===== src/pkg/ptb_pkg.sv =====
package ptb_pkg;
    localparam int CNT_W = 15;
    localparam int DIR_BIT = 15;
    localparam logic [1:0] MODE_FREE = 2'h0;
    localparam logic [1:0] MODE_SHOT = 2'h1;
    localparam logic [1:0] MODE_UPDN = 2'h2;
    localparam logic [1:0] MODE_DBL = 2'h3;
    localparam logic [CNT_W-1:0] CNT_RESET = 15'h0000;
    localparam logic [CNT_W-1:0] PER_RESET = 15'h0000;
    localparam logic [1:0] MODE_RESET = 2'h0;
    localparam logic [5:0] PRE_RESET = 6'h00;
    localparam logic [3:0] POST_RESET = 4'h0;
    localparam logic [1:0] PRESEL_RESET = 2'h0;
    localparam logic [3:0] POSTSEL_RESET = 4'h0;
    localparam logic [5:0] PRE_LAST_DIV1 = 6'h00;
    localparam logic [5:0] PRE_LAST_DIV4 = 6'h03;
    localparam logic [5:0] PRE_LAST_DIV16 = 6'h0F;
    localparam logic [5:0] PRE_LAST_DIV64 = 6'h3F;

    typedef struct packed {
        logic       enable;
        logic [1:0] mode;
        logic [1:0] prescaleSel;
        logic [3:0] postscaleSel;
    } ptb_ctrl_s;

    typedef struct packed {
        logic [CNT_W-1:0] count;
        logic             countDown;
        logic             enable;
        logic [CNT_W-1:0] period;
        logic [CNT_W-1:0] periodBuf;
        logic [3:0]       postCnt;
        logic             irq;
        logic [1:0]       mode;
        logic [1:0]       prescaleSel;
        logic [3:0]       postscaleSel;
    } ptb_state_s;
endpackage


===== src/ptb_time_base.sv =====
`timescale 1ns/1ps
module ptb_time_base
    import ptb_pkg::*;
(
    input  wire logic             sys_clk,
    input  wire logic             rst_n,
    input  wire ptb_ctrl_s        ctrlWrData,
    input  wire logic             ctrlWr,
    input  wire logic [CNT_W-1:0] counterWrData,
    input  wire logic             counterWr,
    input  wire logic [CNT_W-1:0] periodWrData,
    input  wire logic             periodWr,
    output logic [15:0]           timeBaseCounter,
    output logic                  timeBaseEnable,
    output logic [CNT_W-1:0]      periodValue,
    output logic                  timeBaseIrq
);
    ptb_state_s st_reg;
    ptb_state_s st_next;
    logic [1:0] mode_reg;
    logic [1:0] preSel_reg;
    logic [3:0] postSel_reg;
    logic       tick;
    logic       clrScale;
    logic       match;
    logic       atZero;
    logic       postEvt;

    assign clrScale = ctrlWr || counterWr;
    assign match = (st_reg.count == st_reg.period) && (st_reg.period != PER_RESET);
    assign atZero = (st_reg.count == CNT_RESET);

    ptb_prescaler u_pre
    (
        .sys_clk (sys_clk),
        .rst_n   (rst_n),
        .clear   (clrScale),
        .run     (st_reg.enable && (st_reg.period != PER_RESET)),
        .sel     (preSel_reg),
        .tick    (tick)
    );

    assign mode_reg = st_reg.mode;
    assign preSel_reg = st_reg.prescaleSel;
    assign postSel_reg = st_reg.postscaleSel;

    always_comb
    begin
        st_next = st_reg;
        st_next.irq = 1'b0;
        postEvt = 1'b0;
        if (periodWr)
            st_next.periodBuf = periodWrData;
        if (ctrlWr)
        begin
            st_next.enable = ctrlWrData.enable;
            st_next.mode = ctrlWrData.mode;
            st_next.prescaleSel = ctrlWrData.prescaleSel;
            st_next.postscaleSel = ctrlWrData.postscaleSel;
        end
        if (tick && st_reg.period != PER_RESET)
        begin
            case (mode_reg)
                MODE_FREE, MODE_SHOT:
                begin
                    if (match)
                    begin
                        st_next.count = CNT_RESET;
                        st_next.period = st_reg.periodBuf;
                        if (mode_reg == MODE_SHOT)
                        begin
                            st_next.enable = 1'b0;
                            st_next.irq = 1'b1;
                        end
                        else
                            postEvt = 1'b1;
                    end
                    else
                        st_next.count = st_reg.count + 15'h0001;
                    st_next.countDown = 1'b0;
                end
                MODE_UPDN, MODE_DBL:
                begin
                    if (!st_reg.countDown)
                    begin
                        if (match)
                        begin
                            st_next.countDown = 1'b1;
                            st_next.count = st_reg.count - 15'h0001;
                            if (mode_reg == MODE_DBL)
                                st_next.irq = 1'b1;
                        end
                        else
                            st_next.count = st_reg.count + 15'h0001;
                    end
                    else if (atZero)
                    begin
                        st_next.countDown = 1'b0;
                        st_next.count = 15'h0001;
                        st_next.period = st_reg.periodBuf;
                        if (mode_reg == MODE_DBL)
                            st_next.irq = 1'b1;
                        else
                            postEvt = 1'b1;
                    end
                    else
                    begin
                        st_next.count = st_reg.count - 15'h0001;
                        if (st_reg.count == 15'h0001 && mode_reg == MODE_DBL)
                            st_next.irq = 1'b0;
                    end
                end
                default:
                    st_next.count = st_reg.count;
            endcase
        end
        // Postscaler divides the free-running and plain up/down events
        if (clrScale)
            st_next.postCnt = POST_RESET;
        else if (postEvt)
        begin
            if (st_reg.postCnt >= postSel_reg)
            begin
                st_next.postCnt = POST_RESET;
                st_next.irq = 1'b1;
            end
            else
                st_next.postCnt = st_reg.postCnt + 4'h1;
        end
        if (counterWr)
            st_next.count = counterWrData;
        // Buffer loads while disabled, never while period is zero and enabled
        if (!st_reg.enable)
            st_next.period = st_reg.periodBuf;
    end

    always_ff @(posedge sys_clk or negedge rst_n)
    begin
        if (!rst_n)
        begin
            st_reg.count <= CNT_RESET;
            st_reg.countDown <= 1'b0;
            st_reg.enable <= 1'b0;
            st_reg.period <= PER_RESET;
            st_reg.periodBuf <= PER_RESET;
            st_reg.postCnt <= POST_RESET;
            st_reg.irq <= 1'b0;
            st_reg.mode <= MODE_RESET;
            st_reg.prescaleSel <= PRESEL_RESET;
            st_reg.postscaleSel <= POSTSEL_RESET;
        end
        else
            st_reg <= st_next;
    end

    assign timeBaseCounter = {st_reg.countDown, st_reg.count};
    assign timeBaseEnable = st_reg.enable;
    assign periodValue = st_reg.period;
    assign timeBaseIrq = st_reg.irq;
endmodule


===== src/ptb_prescaler.sv =====
`timescale 1ns/1ps
module ptb_prescaler
    import ptb_pkg::*;
(
    input  wire logic       sys_clk,
    input  wire logic       rst_n,
    input  wire logic       clear,
    input  wire logic       run,
    input  wire logic [1:0] sel,
    output logic            tick
);
    logic [5:0] preCnt_reg;
    logic [5:0] preCnt_next;
    logic [5:0] lastCnt;

    always_comb
    begin
        case (sel)
            2'h0: lastCnt = PRE_LAST_DIV1;
            2'h1: lastCnt = PRE_LAST_DIV4;
            2'h2: lastCnt = PRE_LAST_DIV16;
            default: lastCnt = PRE_LAST_DIV64;
        endcase
        preCnt_next = preCnt_reg;
        tick = 1'b0;
        if (clear)
            preCnt_next = PRE_RESET;
        else if (run)
        begin
            if (preCnt_reg >= lastCnt)
            begin
                preCnt_next = PRE_RESET;
                tick = 1'b1;
            end
            else
                preCnt_next = preCnt_reg + 6'h01;
        end
    end

    always_ff @(posedge sys_clk or negedge rst_n)
    begin
        if (!rst_n)
            preCnt_reg <= PRE_RESET;
        else
            preCnt_reg <= preCnt_next;
    end
endmodule


===== config.mk =====
export PLATFORM = sky130hd
export DESIGN_NAME = ptb_time_base
export DESIGN_NICKNAME = d
export VERILOG_FILES = /design/src/pkg/ptb_pkg.sv /design/src/ptb_time_base.sv /design/src/ptb_prescaler.sv
export SDC_FILE = /design/constraint.sdc
export NUM_CORES = 1
export LEC_CHECK = 0
export BUFFER_PORTS_ARGS = -buffer_cell sky130_fd_sc_hd__buf_2
export CAP_MARGIN = 10
export CELL_PAD_IN_SITES_DETAIL_PLACEMENT = 2
export CELL_PAD_IN_SITES_GLOBAL_PLACEMENT = 2
export CORE_MARGIN = 2
export CORE_UTILIZATION = 35
export DETAILED_ROUTE_END_ITERATION = 7
export HOLD_SLACK_MARGIN = 0.12
export PLACE_DENSITY_LB_ADDON = 0.1
export REMOVE_ABC_BUFFERS = 1
export SYNTH_ARGS = -nofsm -noshare
export SYNTH_HDL_FRONTEND = slang
export SYNTH_SLANG_ARGS = --single-unit

===== constraint.sdc =====
create_clock -name sys_clk -period 3.2 [get_ports sys_clk]
set_input_delay 0.16 -clock sys_clk [delete_from_list [all_inputs] [get_ports sys_clk]]
set_output_delay 0.16 -clock sys_clk [all_outputs]
set_load 0.05 [all_outputs]

==> reports/metrics.cfg <==
[layout]
multi_input_area_mm2=0.00209
regArea_mm2=0.00165
final_nets=564
area_delta_synth_final_pct=23.8
antenna_cells=0
fin_cells=653
largest_register_ffs=19
fillCellCount=1230
drive_above_1_share_pct=28.4

[floorplan]
core_mm2=0.0115
die_w_um=113
initial_core_util_pct=36.1
io_pins=77
fp.dieH_um=113
rows=39
die_area_mm2=0.0127

[critical_path]
path_depth=7
rr_worst_depth=7
slowest_stage=dfrtp_1
critPathMaxStageDelay_ns=0.59
r2r_start=timeBaseCounter[4]
rr_endpoint=st_reg[12]
arrival_ns=3.10
worst-path-buf-inv=0
cp_data_required_time_ns=3.44
ff2ff_setup_slack_ns=0.34
setup.worst_path.class=reg2reg
cp_max_fo=9
cp_cell_sequence=xnor2_1 > nand4_1 > nor3b_1 > nand3_1 > a2111oi_4 > a21boi_0 > o21a_1
critPathLaunchType=flop
endpoint_kind=flop
cp_top_family=simple AND/OR/NAND/NOR gates

[min_path]
min_to=timeBaseEnable
hold_start=ctrlWrData[8]
hold_depth=3
hold_class=in2reg

[timing]
setup_viol=0
max_slew_margin_pct=35.2
slew_viol_final=0
rsz0062_at_grt=false
fin_crit_sh_pct=89.3
final.min_clock_period_ns=2.86
fin_setup_tns_ns=0
worst_pin_slew_ns=0.969
fmax_ghz=0.350
hold_viol=0
fin_skew_ns=0.00905

[global_route]
overflow=0
grt_pass1_wl_um=20900
grt_max_degree=28
grt_antenna_before_repair=0
grt_usage_pct=21.3
grt_pass1_vias=3886

[route]
drt-total-wl_um=12600
routed-via-count=3535
drt_iter0_drc=137
ant_nets=0
post_drt_wl_per_cell_um=19.3
viasPerCell=5.41
route.detailed.drc=0
dr.pass1.iters=4

[placement]
place.gp.congestion=0.785
dp.cells=598
io_buffers=76
hpwl_um=9020

[logic_synthesis]
synth_cells=424
synth-edff-count=0
synth-seq-area-share_pct=39.9
yosysTopAreaCellShare_pct=39.9
synth_area_mm2=0.00414
netlist_top_cells_area=dfrtp_1 40%, mux2_2 9.3%, buf_4 5.6%
yosys.area.top_type=dfrtp_1
yosysMostFrequentCell=dfrtp_1
ys_ff_latch=66
netlist_top_cells_count=66 x dfrtp_1, 41 x nand2_1, 34 x mux2_2, 31 x buf_4, 19 x xnor2_1
synth.avg_cell_area_um2=9.75
ys_async_sr_fraction_pct=100
yosysWarnings=0
ys.flop_type=dfrtp_1
synth_cell_types=55

[clocking]
clk_pin_slew_ns=0.06
clock_latency_ns=0.35
cts_buffers=9
cts_tree=yes
clkSinkCount=66
root_buffer=clkbuf_16
htreeDepth=3
clockBufferDepth=2

[pwr]
p_comb_share_pct=24.3
p_int_uw=1750
total_leakage_power_uw=0.00229
p_seq_share_pct=39.3
p_clk_share_pct=36.4
p_per_area_mw_per_mm2=522
p_switching_uw=918
ir_worst_vdd_mv=0.444
total_power_uw=2670
p_sw_share_pct=34.4

[status]
status=complete, no violations

[run]
drv_cap=0

worst min-delay path: stages:
cell and delay, ns:
buf_2 0.08, mux2_2 0.14, o21a_1 0.11
power groups by stage:
| stage | Combinational, uW | Clock, uW | Sequential [uW] |
|---|---|---|---|
| floorplan | 228 | 0 | 1230 |
| finish | 648 | 972 | 1050 |
| detailed placement | 613 | 0 | 1070 |
| global placement | 599 | 0 | 1060 |
| CTS | 653 | 1000 | 1050 |
| global route | 704 | 1030 | 1070 |
layer usage:
metal  global-route usage, %  up-vias  routed length (um)
li1                        -     1670                   -
met1                    26.4     1803                5580
met2                    37.3       52                6470
met3                    4.77       10                 362
met4                    6.02        0                 171
met5                       0        -                   0
worst max-delay path by stage:
stage / slack [ns] / startpoint / endpoint
6_report: 0.34 / timeBaseCounter[4] / st_reg[12]
5_1_grt: 0.06 / timeBaseCounter[5] / st_reg[12]
4_1_cts: 0.36 / timeBaseCounter[3] / st_reg[12]
3_5_place_dp: 0.38 / preSel_reg[1] / timeBaseEnable
3_3_place_gp: 0.47 / periodValue[0] / timeBaseCounter[12]
2_1_floorplan: 0.07 / preSel_reg[1] / periodValue[0]
final cells by class:
| class | instances | area share [%] |
|---|---|---|
| multi-input combinational | 288 | 40.8 |
| sequential | 66 | 32.3 |
| timing repair buffer | 126 | 16.7 |
| clock buffer | 12 | 5.21 |
| tap | 143 | 3.50 |
| inverter | 14 | 1.03 |
| clock inverter | 4 | 0.489 |
what timing repair did:
item / in CTS / in global routing
hold buffers: 39 / 0
setup buffers: 0 / 0
hold endpoints to repair: 60 / 0
gates resized for setup: 0 / 0
metrics by stage:
step	hold WS, ns	worst slack (ns)	utilization, %	cell area, um2
2_1_floorplan	-0.136	0.0670	-	3790
3_3_place_gp	0.178	0.475	38.7	4440
3_5_place_dp	0.184	0.385	38.7	4440
4_1_cts	0.168	0.361	44.6	5120
5_1_grt	0.219	0.0589	44.6	5120
6_report	0.178	0.343	44.6	5120
placed cells by master, fill, tap and decap left out, types with 4 or more instances in the layout:
| master | Yosys | final |
|---|---|---|
| o211ai_1 | 6 | 6 |
| or4_1 | 4 | 4 |
| dlygate4sd3_1 | 0 | 39 |
| nand2b_1 | 4 | 4 |
| a32oi_1 | 4 | 4 |
| xnor2_1 | 19 | 19 |
| dfrtp_1 | 66 | 66 |
| o22ai_1 | 5 | 5 |
| nor2_1 | 17 | 17 |
| a221o_1 | 4 | 4 |
| buf_2 | 6 | 76 |
| xor2_1 | 4 | 4 |
| a21oi_1 | 11 | 11 |
| a21o_1 | 4 | 4 |
| nand3_1 | 18 | 18 |
| inv_1 | 14 | 14 |
| clkbuf_16 | 0 | 9 |
| nor4_1 | 6 | 6 |
| and3_1 | 12 | 12 |
| o21a_1 | 5 | 5 |
| mux2_2 | 34 | 34 |
| nand2_1 | 41 | 41 |
| nand4_1 | 6 | 6 |
| buf_4 | 31 | 11 |
| ha_1 | 15 | 15 |
| o21ai_0 | 18 | 18 |
| o221ai_1 | 9 | 9 |
kinds of logic after synthesis:
family | synth area share [%]
buffers and inverters | 9.53
flip-flops | 39.9
multiplexers | 9.50
XOR/XNOR | 4.87
AO/OA/AOI/OAI | 15.7
adder cells (fa/ha/maj) | 4.54
AND/OR/NAND/NOR | 15.9
(Power assumes the default switching activity.)
